--- config.mk ---
export PLATFORM = sky130hd
export DESIGN_NAME = multidrop_serial_port
export DESIGN_NICKNAME = d
export VERILOG_FILES = /design/src/rtl/serial_port_pkg.sv /design/src/rtl/multidrop_serial_port.sv
export SDC_FILE = /design/constraint.sdc
export NUM_CORES = 1
export LEC_CHECK = 0
export BUFFER_PORTS_ARGS = -buffer_cell sky130_fd_sc_hd__buf_2
export CAP_MARGIN = 30
export CELL_PAD_IN_SITES_DETAIL_PLACEMENT = 1
export CELL_PAD_IN_SITES_GLOBAL_PLACEMENT = 1
export CORE_ASPECT_RATIO = 1.2
export CORE_MARGIN = 2
export CORE_UTILIZATION = 35
export DETAILED_ROUTE_END_ITERATION = 10
export GPL_TIMING_DRIVEN = 0
export MAX_ROUTING_LAYER = met4
export PLACE_DENSITY = 0.75
export REMOVE_ABC_BUFFERS = 1
export SETUP_SLACK_MARGIN = 0.2
export SKIP_CTS_REPAIR_TIMING = 1
export SLEW_MARGIN = 20
export SYNTH_ARGS = -nofsm -noshare
export SYNTH_HDL_FRONTEND = slang
export SYNTH_SLANG_ARGS = --single-unit
--- constraint.sdc ---
create_clock -name aclk -period 6.2 [get_ports aclk]
set_input_delay 0.62 -clock aclk [delete_from_list [all_inputs] [get_ports aclk]]
set_output_delay 0.62 -clock aclk [all_outputs]
set_load 0.05 [all_outputs]
--- src/rtl/serial_port_pkg.sv ---
package serial_port_pkg;

  localparam int unsigned CLK_HZ = 200_000_000;
  localparam int unsigned RATE_LOW_BPS = 9600;
  localparam int unsigned RATE_MID_BPS = 19200;
  localparam int unsigned RATE_HIGH_BPS = 38400;
  localparam int unsigned CYC_LOW = CLK_HZ / RATE_LOW_BPS;
  localparam int unsigned CYC_MID = CLK_HZ / RATE_MID_BPS;
  localparam int unsigned CYC_HIGH = CLK_HZ / RATE_HIGH_BPS;
  localparam int CNT_W = 16;

  localparam logic [3:0] OFS_TX_DATA = 4'h0;
  localparam logic [3:0] OFS_RX_DATA = 4'h4;
  localparam logic [3:0] OFS_STATUS = 4'h8;
  localparam logic [3:0] OFS_CONFIG = 4'hc;
  localparam int ADDR_W = 4;

  localparam int ST_TX_BUSY = 0;
  localparam int ST_RX_VALID = 1;
  localparam int ST_PARITY_ERR = 2;
  localparam int ST_FRAME_ERR = 3;
  localparam int ST_OVERRUN = 4;
  localparam int ST_SELECTED = 5;

  localparam logic [1:0] RESP_OKAY = 2'h0;
  localparam logic [1:0] RESP_SLVERR = 2'h2;

  localparam logic [3:0] SEL_CODE_HIGH = 4'h1;
  localparam logic [2:0] LAST_BIT_8 = 3'h7;
  localparam logic [2:0] LAST_BIT_7 = 3'h6;
  localparam logic [1:0] RATE_MID = 2'h1;
  localparam logic [1:0] RATE_HIGH = 2'h2;

  typedef struct packed {
    logic [3:0] unit_number;
    logic [1:0] rate;
    logic one_stop;
    logic parity_odd;
    logic parity_off;
    logic data7;
  } port_cfg_t;

  typedef enum logic [4:0] {
    S_IDLE = 5'b00001,
    S_START = 5'b00010,
    S_DATA = 5'b00100,
    S_PARITY = 5'b01000,
    S_STOP = 5'b10000
  } line_state_t;

endpackage : serial_port_pkg

--- src/rtl/multidrop_serial_port.sv ---
// Our own choices: the address map and the AXI4-Lite register port.
`timescale 1ns/1ps
module multidrop_serial_port
  import serial_port_pkg::*;
#(
  parameter int unsigned BIT_CYC_LOW = serial_port_pkg::CYC_LOW,
  parameter int unsigned BIT_CYC_MID = serial_port_pkg::CYC_MID,
  parameter int unsigned BIT_CYC_HIGH = serial_port_pkg::CYC_HIGH
)
(
  input wire logic aclk,
  input wire logic aresetn,
  input wire logic [serial_port_pkg::ADDR_W-1:0] s_axi_awaddr,
  input wire logic s_axi_awvalid,
  output logic s_axi_awready,
  input wire logic [31:0] s_axi_wdata,
  input wire logic [3:0] s_axi_wstrb,
  input wire logic s_axi_wvalid,
  output logic s_axi_wready,
  output logic [1:0] s_axi_bresp,
  output logic s_axi_bvalid,
  input wire logic s_axi_bready,
  input wire logic [serial_port_pkg::ADDR_W-1:0] s_axi_araddr,
  input wire logic s_axi_arvalid,
  output logic s_axi_arready,
  output logic [31:0] s_axi_rdata,
  output logic [1:0] s_axi_rresp,
  output logic s_axi_rvalid,
  input wire logic s_axi_rready,
  input wire logic sw_data7,
  input wire logic sw_parity_off,
  input wire logic sw_parity_odd,
  input wire logic sw_one_stop,
  input wire logic rate_select_high,
  input wire logic rate_select_low,
  input wire logic [3:0] unit_number,
  input wire logic rxd,
  output logic txd,
  output logic txd_oe
);
  import serial_port_pkg::*;

  function automatic logic [CNT_W-1:0] bit_cycles(input logic [1:0] rate);
    logic [CNT_W-1:0] c;
    c = CNT_W'(BIT_CYC_LOW - 1);
    if (rate == RATE_MID)
      c = CNT_W'(BIT_CYC_MID - 1);
    else if (rate == RATE_HIGH)
      c = CNT_W'(BIT_CYC_HIGH - 1);
    return c;
  endfunction : bit_cycles

  function automatic logic parity_of(input logic [7:0] d, input port_cfg_t c);
    logic p;
    p = c.data7 ? ^d[6:0] : ^d;
    return c.parity_odd ? ~p : p;
  endfunction : parity_of

  port_cfg_t cfg, next_cfg;
  logic captured, next_captured;
  logic [CNT_W-1:0] bit_len;
  logic [2:0] last_bit;

  always_comb
  begin
    next_cfg = cfg;
    next_captured = 1'b1;
    if (!captured)
    begin
      next_cfg.data7 = sw_data7;
      next_cfg.parity_off = sw_parity_off;
      next_cfg.parity_odd = sw_parity_odd;
      next_cfg.one_stop = sw_one_stop;
      next_cfg.rate = {rate_select_high, rate_select_low};
      next_cfg.unit_number = unit_number;
    end
  end

  always_ff @(posedge aclk)
  begin
    if (!aresetn)
    begin
      cfg <= '0;
      captured <= 1'b0;
    end
    else
    begin
      cfg <= next_cfg;
      captured <= next_captured;
    end
  end

  assign bit_len = bit_cycles(cfg.rate);
  assign last_bit = cfg.data7 ? LAST_BIT_7 : LAST_BIT_8;

  // transmitter
  line_state_t tx_state, next_tx_state;
  logic [CNT_W-1:0] tx_cnt, next_tx_cnt;
  logic [2:0] tx_idx, next_tx_idx;
  logic [7:0] tx_shift, next_tx_shift;
  logic tx_second, next_tx_second;
  logic next_txd;
  logic tx_load;
  logic [7:0] tx_load_data;
  logic selected, next_selected;

  always_comb
  begin
    next_tx_state = tx_state;
    next_tx_cnt = (tx_cnt == '0) ? '0 : tx_cnt - 1'b1;
    next_tx_idx = tx_idx;
    next_tx_shift = tx_shift;
    next_tx_second = tx_second;
    next_txd = txd;
    unique case (tx_state)
      S_IDLE:
      begin
        next_txd = 1'b1;
        if (tx_load)
        begin
          next_tx_state = S_START;
          next_tx_shift = tx_load_data;
          next_tx_cnt = bit_len;
          next_txd = 1'b0;
        end
      end
      S_START, S_DATA, S_PARITY:
        if (tx_cnt == '0)
        begin
          next_tx_cnt = bit_len;
          next_tx_idx = (tx_state == S_DATA) ? tx_idx + 1'b1 : '0;
          if (tx_state == S_START || (tx_state == S_DATA && tx_idx != last_bit))
          begin
            next_tx_state = S_DATA;
            next_txd = (tx_state == S_START) ? tx_shift[0] : tx_shift[tx_idx + 1'b1];
          end
          else if (tx_state == S_DATA && !cfg.parity_off)
          begin
            next_tx_state = S_PARITY;
            next_txd = parity_of(tx_shift, cfg);
          end
          else
          begin
            next_tx_state = S_STOP;
            next_tx_second = !cfg.one_stop;
            next_txd = 1'b1;
          end
        end
      S_STOP:
        if (tx_cnt == '0)
        begin
          next_tx_cnt = bit_len;
          next_tx_second = 1'b0;
          if (!tx_second)
            next_tx_state = S_IDLE;
        end
    endcase
  end

  always_ff @(posedge aclk)
  begin
    if (!aresetn)
    begin
      tx_state <= S_IDLE;
      tx_cnt <= '0;
      tx_idx <= '0;
      tx_shift <= '0;
      tx_second <= 1'b0;
      txd <= 1'b1;
    end
    else
    begin
      tx_state <= next_tx_state;
      tx_cnt <= next_tx_cnt;
      tx_idx <= next_tx_idx;
      tx_shift <= next_tx_shift;
      tx_second <= next_tx_second;
      txd <= next_txd;
    end
  end

  assign txd_oe = (tx_state != S_IDLE);

  // receiver
  line_state_t rx_state, next_rx_state;
  logic [CNT_W-1:0] rx_cnt, next_rx_cnt;
  logic [2:0] rx_idx, next_rx_idx;
  logic [7:0] rx_shift, next_rx_shift;
  logic rx_par_bad, next_rx_par_bad;
  logic rx_done, rx_frame_bad;

  always_comb
  begin
    next_rx_state = rx_state;
    next_rx_cnt = (rx_cnt == '0) ? '0 : rx_cnt - 1'b1;
    next_rx_idx = rx_idx;
    next_rx_shift = rx_shift;
    next_rx_par_bad = rx_par_bad;
    rx_done = 1'b0;
    rx_frame_bad = 1'b0;
    unique case (rx_state)
      S_IDLE:
        if (!rxd && captured)
        begin
          next_rx_state = S_START;
          next_rx_cnt = {1'b0, bit_len[CNT_W-1:1]};
        end
      S_START:
        if (rx_cnt == '0)
        begin
          next_rx_state = rxd ? S_IDLE : S_DATA;
          next_rx_cnt = bit_len;
          next_rx_idx = '0;
          next_rx_shift = '0;
          next_rx_par_bad = 1'b0;
        end
      S_DATA:
        if (rx_cnt == '0)
        begin
          next_rx_cnt = bit_len;
          next_rx_shift[rx_idx] = rxd;
          next_rx_idx = rx_idx + 1'b1;
          if (rx_idx == last_bit)
            next_rx_state = cfg.parity_off ? S_STOP : S_PARITY;
        end
      S_PARITY:
        if (rx_cnt == '0)
        begin
          next_rx_cnt = bit_len;
          next_rx_par_bad = (rxd != parity_of(rx_shift, cfg));
          next_rx_state = S_STOP;
        end
      S_STOP:
        if (rx_cnt == '0)
        begin
          next_rx_state = S_IDLE;
          rx_done = 1'b1;
          rx_frame_bad = !rxd;
        end
    endcase
  end

  always_ff @(posedge aclk)
  begin
    if (!aresetn)
    begin
      rx_state <= S_IDLE;
      rx_cnt <= '0;
      rx_idx <= '0;
      rx_shift <= '0;
      rx_par_bad <= 1'b0;
    end
    else
    begin
      rx_state <= next_rx_state;
      rx_cnt <= next_rx_cnt;
      rx_idx <= next_rx_idx;
      rx_shift <= next_rx_shift;
      rx_par_bad <= next_rx_par_bad;
    end
  end

  // register file and axi4-lite slave
  logic [7:0] rx_data, next_rx_data;
  logic rx_valid, next_rx_valid;
  logic [4:2] sticky, next_sticky;
  logic aw_held, next_aw_held, w_held, next_w_held;
  logic [ADDR_W-1:0] aw_addr, next_aw_addr;
  logic [31:0] w_data, next_w_data;
  logic [3:0] w_strb, next_w_strb;
  logic bvalid, next_bvalid, rvalid, next_rvalid;
  logic [1:0] bresp, next_bresp, rresp, next_rresp;
  logic [31:0] rdata, next_rdata;
  logic wr_go, rd_go, sel_code, rx_take;

  assign s_axi_awready = !aw_held && !bvalid;
  assign s_axi_wready = !w_held && !bvalid;
  assign s_axi_arready = !rvalid;
  assign s_axi_bvalid = bvalid;
  assign s_axi_bresp = bresp;
  assign s_axi_rvalid = rvalid;
  assign s_axi_rresp = rresp;
  assign s_axi_rdata = rdata;
  assign wr_go = aw_held && w_held && !bvalid;
  assign rd_go = s_axi_arvalid && !rvalid;
  assign tx_load = wr_go && aw_addr == OFS_TX_DATA && w_strb[0] && selected;
  assign tx_load_data = cfg.data7 ? {1'b0, w_data[6:0]} : w_data[7:0];
  assign sel_code = (rx_shift[7:4] == SEL_CODE_HIGH);
  assign rx_take = rx_done && !rx_frame_bad && !rx_par_bad;

  always_comb
  begin
    next_aw_held = aw_held || (s_axi_awvalid && s_axi_awready);
    next_w_held = w_held || (s_axi_wvalid && s_axi_wready);
    next_aw_addr = (s_axi_awvalid && s_axi_awready) ? s_axi_awaddr : aw_addr;
    next_w_data = (s_axi_wvalid && s_axi_wready) ? s_axi_wdata : w_data;
    next_w_strb = (s_axi_wvalid && s_axi_wready) ? s_axi_wstrb : w_strb;
    next_bvalid = bvalid && !s_axi_bready;
    next_bresp = bresp;
    next_rvalid = rvalid && !s_axi_rready;
    next_rresp = rresp;
    next_rdata = rdata;
    next_rx_data = rx_data;
    next_rx_valid = rx_valid;
    next_sticky = sticky;
    next_selected = selected;
    if (wr_go)
    begin
      next_aw_held = 1'b0;
      next_w_held = 1'b0;
      next_bvalid = 1'b1;
      next_bresp = (aw_addr == OFS_TX_DATA || aw_addr == OFS_STATUS) ? RESP_OKAY : RESP_SLVERR;
      if (aw_addr == OFS_STATUS && w_strb[0])
        next_sticky = sticky & ~w_data[ST_OVERRUN:ST_PARITY_ERR];
    end
    if (rd_go)
    begin
      next_rvalid = 1'b1;
      next_rresp = RESP_OKAY;
      next_rdata = '0;
      unique case (s_axi_araddr)
        OFS_RX_DATA:
        begin
          next_rdata[7:0] = rx_data;
          next_rx_valid = 1'b0;
        end
        OFS_STATUS:
          next_rdata[ST_SELECTED:ST_TX_BUSY] = {selected, sticky, rx_valid, txd_oe};
        OFS_CONFIG:
          next_rdata[$bits(port_cfg_t)-1:0] = cfg;
        default:
          next_rresp = RESP_SLVERR;
      endcase
    end
    if (rx_done)
    begin
      next_sticky[ST_FRAME_ERR] = next_sticky[ST_FRAME_ERR] | rx_frame_bad;
      next_sticky[ST_PARITY_ERR] = next_sticky[ST_PARITY_ERR] | rx_par_bad;
    end
    if (rx_take && sel_code)
      next_selected = (rx_shift[3:0] == cfg.unit_number);
    else if (rx_take && selected)
    begin
      next_rx_data = rx_shift;
      next_rx_valid = 1'b1;
      next_sticky[ST_OVERRUN] = next_sticky[ST_OVERRUN] | rx_valid;
    end
  end

  always_ff @(posedge aclk)
  begin
    if (!aresetn)
    begin
      aw_held <= 1'b0;
      w_held <= 1'b0;
      aw_addr <= '0;
      w_data <= '0;
      w_strb <= '0;
      bvalid <= 1'b0;
      bresp <= RESP_OKAY;
      rvalid <= 1'b0;
      rresp <= RESP_OKAY;
      rdata <= '0;
      rx_data <= '0;
      rx_valid <= 1'b0;
      sticky <= '0;
      selected <= 1'b0;
    end
    else
    begin
      aw_held <= next_aw_held;
      w_held <= next_w_held;
      aw_addr <= next_aw_addr;
      w_data <= next_w_data;
      w_strb <= next_w_strb;
      bvalid <= next_bvalid;
      bresp <= next_bresp;
      rvalid <= next_rvalid;
      rresp <= next_rresp;
      rdata <= next_rdata;
      rx_data <= next_rx_data;
      rx_valid <= next_rx_valid;
      sticky <= next_sticky;
      selected <= next_selected;
    end
  end

endmodule : multidrop_serial_port

==> results.cfg, run 1 <==
[timing]
slew_violations = 0
tns_ps = 0
setup_viol = 0
tightest_slew_ps = 885.4
fin_crit_ps = 2777
rsz0062_at_grt = no
hold_violations = 0
timing.fmax_mhz = 360.1
min_period_over_period_pct = 44.79
max_slew_margin_pct = 40.43
holdWs_ps = 374.3
fin_worst_skew_ps = 5.446

[power]
seqPwrFrac_pct = 34.8
leakagePower_nw = 2.842
netSwitchingFraction_pct = 35.45
ir_drop_mv = 0.1449
combPwrFrac_pct = 32.3
p_int_w = 0.001808
p_clk_share_pct = 32.9
power_per_cell_area_nw_per_um2 = 400.7
power_switching_w = 0.0009927

[place]
place_congestion = 0.7994
dp_hpwl_um = 10610
portBuffers = 53
placed_area_um2 = 6434

[die]
num_rows = 52
pin_count = 105
initial_core_util_pct = 35.88
core_area_um2 = 16980
die_x_um = 124.5
fp.dieArea_um2 = 18490
dieHeight_um = 148.5

[global_routing]
grt_pass1_wl_um = 25360
grt_overflow = 0
grt_pass1_vias = 5165
antenna_found_initial = 0
grt_max_degree = 46
grt.total_usage_pct = 17.37

[worst_setup_path]
crit_end = rx_data[2]$_SDFFE_PN0P_
crit_fanout = 10
worstPathArrival_ps = 3090
path_class = reg2reg
critPathLaunch = rx_cnt[9]$_SDFF_PN0_
worst-r2r-cell-count = 6
timing.rr.end = rx_data[2]$_SDFFE_PN0P_
endpoint_kind = register
reg2reg_slack_ps = 3420
startpoint_type = register
crit_required_ps = 6510
rr_startpoint = rx_cnt[9]$_SDFF_PN0_

[yosys]
synth_edf_count = 0
syn_area_per_cell_um2 = 8.416
async_reset_ff_share_pct = 0
syn_inst = 724
synthXorXnorAreaFrac_pct = 7.187
synth_mux_area_share_pct = 8.439
synth-simple-area-share_pct = 24.44
yosys-top-cells-area = dfxtp_1, nor2_1, mux2i_1, a21oi_1, xnor2_1
synth_area_um2 = 6093
synth_flop_cell = dfxtp_1
yosys.area_share.adder_pct = 2.053
synth-seq-area-share_pct = 39.43
yosysTopAreaCell = dfxtp_1
synth_top_area_share_pct = 39.43
synth_top_family_by_area = simple AND/OR/NAND/NOR gates
yosys_warnings = 0
ys_seq_elements = 120
ys_types = 63
synth_compound_area_share_pct = 12.24

[final_layout]
final_cell_mix = dfxtp_1, nor2_1, nand2_1, a21oi_1, buf_2
antenna_cells = 0
layout_commonest_cell = dfxtp_1
area_growth_pct = 14.70
nNetsFinal = 837
fin_area_um2 = 6989
layout-drive-gt1-share_pct = 12.76
utilization_pct = 41.16

[route]
vias = 5029
drt-vias-per-instance = 5.070
first_iter_violations = 176
drc = 0
postRouteWirelength_um = 15010
wl_per_cell_um = 15.13
drtPass1Iterations = 4
final_antenna_net_count = 0

[clock_tree]
numCtsBuffers = 17
cts_tree = yes
htreeDepth = 4
clk_path_buf_depth = 2
root_buffer = clkbuf_16
cts.clk_slew.worst_paths_ps = 50
cts.sinks = 120
clock_latency_ps = 420

[run_status]
status = finished, final reports clean

[run]
drv_cap = 0

[worst_hold_path]
hold_start = s_axi_rready
min_path_type = in2reg
-- area by class of cell --
type | count | area, µm²
fillers | 2040 | 9992
clock buffers | 19 | 452.9
flip-flops and latches | 120 | 2402
clock inverters | 11 | 102.6
repair buffers | 54 | 285.3
inverters | 19 | 73.82
multi-input cells | 553 | 3402
well taps | 216 | 270.3
-- worst max-delay path, cell delays in order, from the launching register on --
cell and delay (ps):
dfxtp_1 340, or4_4 580, or3_4 380, or3_4 380, nor4_4 650, mux2i_1 280
nor2_1 50
-- power groups by stage --
stage	registers, W	clock network, W	logic [W]
floorplan	0.000983	0	0.000704
global placement	0.000987	0	0.000885
detailed placement	0.000990	0	0.000900
CTS	0.000975	0.000944	0.000911
global route	0.000991	0.000981	0.00100
finish	0.000975	0.000922	0.000904
-- routing by layer --
metal	routed length, µm	track usage [%]
met1	6810	20.15
met2	7392	29.43
met3	568	4.388
met4	233	5.843
met5	0	-
-- worst min-delay path by stage --
stage / to / slack, ps / depth (start not counted)
6_report: s_axi_rvalid$_SDFF_PN0_ / 370 / 2
5_1_grt: s_axi_rvalid$_SDFF_PN0_ / 370 / 2
4_1_cts: s_axi_rvalid$_SDFF_PN0_ / 360 / 2
3_5_place_dp: s_axi_rdata[8]$_SDFFE_PN0P_ / 450 / 2
3_3_place_gp: w_data[0]$_SDFFE_PN0P_ / 440 / 2
2_1_floorplan: w_data[7]$_SDFFE_PN0P_ / 430 / 2
-- through the flow --
stage / total power (W) / cells / setup slack, ps
2_1_floorplan: 0.001688 / 692 / 3706
3_3_place_gp: 0.001872 / 961 / 3400
3_5_place_dp: 0.001890 / 962 / 3431
4_1_cts: 0.002830 / 992 / 3394
5_1_grt: 0.002977 / 992 / 3255
6_report: 0.002800 / 992 / 3423
-- logic make-up (layout without fill, tap and decap cells) --
family / Yosys count / in the layout
AND/OR/NAND/NOR: 298 / 298
other: 1 / 24
multiplexers: 48 / 48
adder cells (fa/ha/maj): 10 / 10
buffers and inverters: 74 / 103
XOR/XNOR: 50 / 50
flip-flops: 120 / 120
AO/OA/AOI/OAI: 123 / 123
-- Yosys cell counts, types with 3 or more instances --
cell / n
o31a_1: 3
a22oi_1: 9
ha_1: 10
nor3b_1: 4
xnor2_1: 29
nand2b_1: 8
inv_1: 18
nor2b_1: 10
o21ai_0: 4
nand2_1: 61
nor3_1: 21
dfxtp_1: 120
nand3b_1: 5
nor4_1: 8
nor2_1: 117
mux2_2: 3
clkbuf_1: 29
xor2_1: 21
or3_1: 6
nand3_1: 15
mux2i_1: 39
and2_1: 6
or4_1: 5
o21a_1: 19
or2_1: 3
buf_4: 24
mux2_1: 4
a21oi_1: 56
and3_1: 7
o21ai_1: 16
-- state kept, by name, summed over array words and instances, names as in the netlist, 3 cells and up --
name,cells
aw_addr,4
s_axi_rdata,10
tx_cnt,16
sticky,3
tx_shift,8
rx_state,5
rx_data,8
rx_cnt,16
w_data,8
tx_state,5
cfg,10
rx_idx,3
rx_shift,8
tx_idx,3
(Power assumes the default switching activity.)
==> run 2: changes to the inputs <==
==> constraint.sdc (replaced) <==
create_clock -name aclk -period 2.7 [get_ports aclk]
set_input_delay 0.27 -clock aclk [delete_from_list [all_inputs] [get_ports aclk]]
set_output_delay 0.27 -clock aclk [all_outputs]
set_load 0.05 [all_outputs]
==> results.cfg, run 2 (same netlist as run 1, synthesis figures left out) <==
[route]
wl_met3_um = 498
drc = 0
vias = 5038
wl_met1_um = 6930
postRouteWirelength_um = 15270
first_iter_violations = 161
drtPass1Iterations = 4
wl_per_cell_um = 15.35
final_antenna_net_count = 0
drt-vias-per-instance = 5.063
routed.top_layer = met4
wl_met2_um = 7604

[global_routing]
grt_pass1_wl_um = 25360
grt_pass1_vias = 5165
grt_max_degree = 46
grt_overflow = 0
antenna_found_initial = 0
grt.total_usage_pct = 17.37

[worst_hold_path]
min_path_type = in2reg
min_delay_path_depth = 2
min_to = s_axi_rvalid$_SDFF_PN0_
hold_start = s_axi_rready

[power]
power_per_cell_area_nw_per_um2 = 920.7
p_int_w = 0.004204
leakagePower_nw = 2.879
combPwrFrac_pct = 33.3
finalPower_w = 0.006555
seqPwrFrac_pct = 34.3
netSwitchingFraction_pct = 35.87
ir_drop_mv = 0.3398
p_clk_share_pct = 32.4
power_switching_w = 0.002351

[die]
fp.dieArea_um2 = 18490
dieHeight_um = 148.5
die_x_um = 124.5
initial_core_util_pct = 35.88
core_area_um2 = 16980
num_rows = 52
pin_count = 105

[timing]
max_slew_margin_pct = 53.68
min_period_over_period_pct = 96.56
tightest_slew_ps = 694.7
timing.fmax_mhz = 383.6
setup_viol = 0
hold_violations = 0
fin_crit_ps = 2607
fin_worst_skew_ps = 5.012
slew_violations = 0
rsz0062_at_grt = yes
holdWs_ps = 24.15

[worst_setup_path]
crit_required_ps = 3010
startpoint_type = register
rr_startpoint = rx_cnt[8]$_SDFF_PN0_
reg2reg_slack_ps = 90
timing.rr.end = rx_data[4]$_SDFFE_PN0P_
worstPathArrival_ps = 2920
worst-r2r-cell-count = 7
crit_fanout = 5
path_class = reg2reg
endpoint_kind = register

[place]
dp_hpwl_um = 10610
placed_area_um2 = 6434
dp.cells = 962
portBuffers = 53
place_congestion = 0.7994

[clock_tree]
clock_latency_ps = 420
htreeDepth = 4
cts_tree = yes
numCtsBuffers = 17
clk_path_buf_depth = 2
root_buffer = clkbuf_16
cts.clk_slew.worst_paths_ps = 60
cts.sinks = 120

[final_layout]
layout-drive-gt1-share_pct = 14.51
utilization_pct = 41.92
antenna_cells = 0
layout.cells.non_filler = 995
multi_input_area_um2 = 3477
layout_commonest_cell = dfxtp_1
reg_top3 = rx_cnt (16), tx_cnt (16)
fin_area_um2 = 7119
seqCellArea_um2 = 2405
final_cell_mix = dfxtp_1, nor2_1, nand2_1, a21oi_1, buf_2
nNetsFinal = 840
area_growth_pct = 16.84
fillers = 2027

[run]
drv_cap = 0

[run_status]
status = finished, final reports clean
==> run 2: cell types whose count changed in the layout (fill, tap and decap cells not counted), moves of 2 or more <==
cell and delta:
dfxtp_1 -2, dfxtp_2 +2, nand2_1 -2, nor4_1 -2
==> run 2: power groups by stage <==
stage | Clock, W | Sequential [W] | Combinational [W]
2_1_floorplan | 0 | 0.00226 | 0.00162
3_3_place_gp | 0 | 0.00227 | 0.00203
3_5_place_dp | 0 | 0.00227 | 0.00207
4_1_cts | 0.00217 | 0.00224 | 0.00209
5_1_grt | 0.00226 | 0.00229 | 0.00242
6_report | 0.00212 | 0.00225 | 0.00219
==> run 2: how the worst max path moves through the flow <==
stage	start	endpoint	cells past startpoint
after floorplan	rx_cnt[9]$_SDFF_PN0_	rx_data[0]$_SDFFE_PN0P_	6
after global placement	rx_cnt[9]$_SDFF_PN0_	rx_data[7]$_SDFFE_PN0P_	6
after detailed placement	rx_cnt[9]$_SDFF_PN0_	rx_data[1]$_SDFFE_PN0P_	6
after CTS	rx_cnt[9]$_SDFF_PN0_	rx_data[2]$_SDFFE_PN0P_	6
after global routing	rx_cnt[8]$_SDFF_PN0_	rx_data[4]$_SDFFE_PN0P_	7
final	rx_cnt[8]$_SDFF_PN0_	rx_data[4]$_SDFFE_PN0P_	7
==> run 2: worst max-delay path, cell delays in order (launching register included) <==
cell	delay [ps]
dfxtp_2	340
or4_4	550
or3_4	380
or3_4	380
nor4_4	370
clkbuf_16	230
mux2i_1	180
nor2_1	50
==> run 2: layout make-up <==
| class | count | area share [%] |
|---|---|---|
| repair buffers | 57 | 4.745 |
| well taps | 216 | 3.796 |
| clock inverters | 11 | 1.441 |
| clock buffers | 19 | 6.362 |
| multi-input cells | 553 | 48.84 |
| inverters | 19 | 1.037 |
| flip-flops and latches | 120 | 33.78 |
==> run 2: stage by stage <==
| step | TNS (ps) | setup WS [ps] |
|---|---|---|
| 6_report | 0 | 92.80 |
| 5_1_grt | 0 | 28.40 |
| 4_1_cts | -818.0 | -105.8 |
| 3_5_place_dp | -533.5 | -69.30 |
| 3_3_place_gp | -765.3 | -99.75 |
| 2_1_floorplan | 0 | 206.5 |
==> run 2: per-layer routing <==
layer | up-vias | global-route usage, %
met3 | 19 | 4.388
met5 | - | -
li1 | 2521 | -
met1 | 2413 | 20.15
met2 | 85 | 29.43
met4 | 0 | 5.843
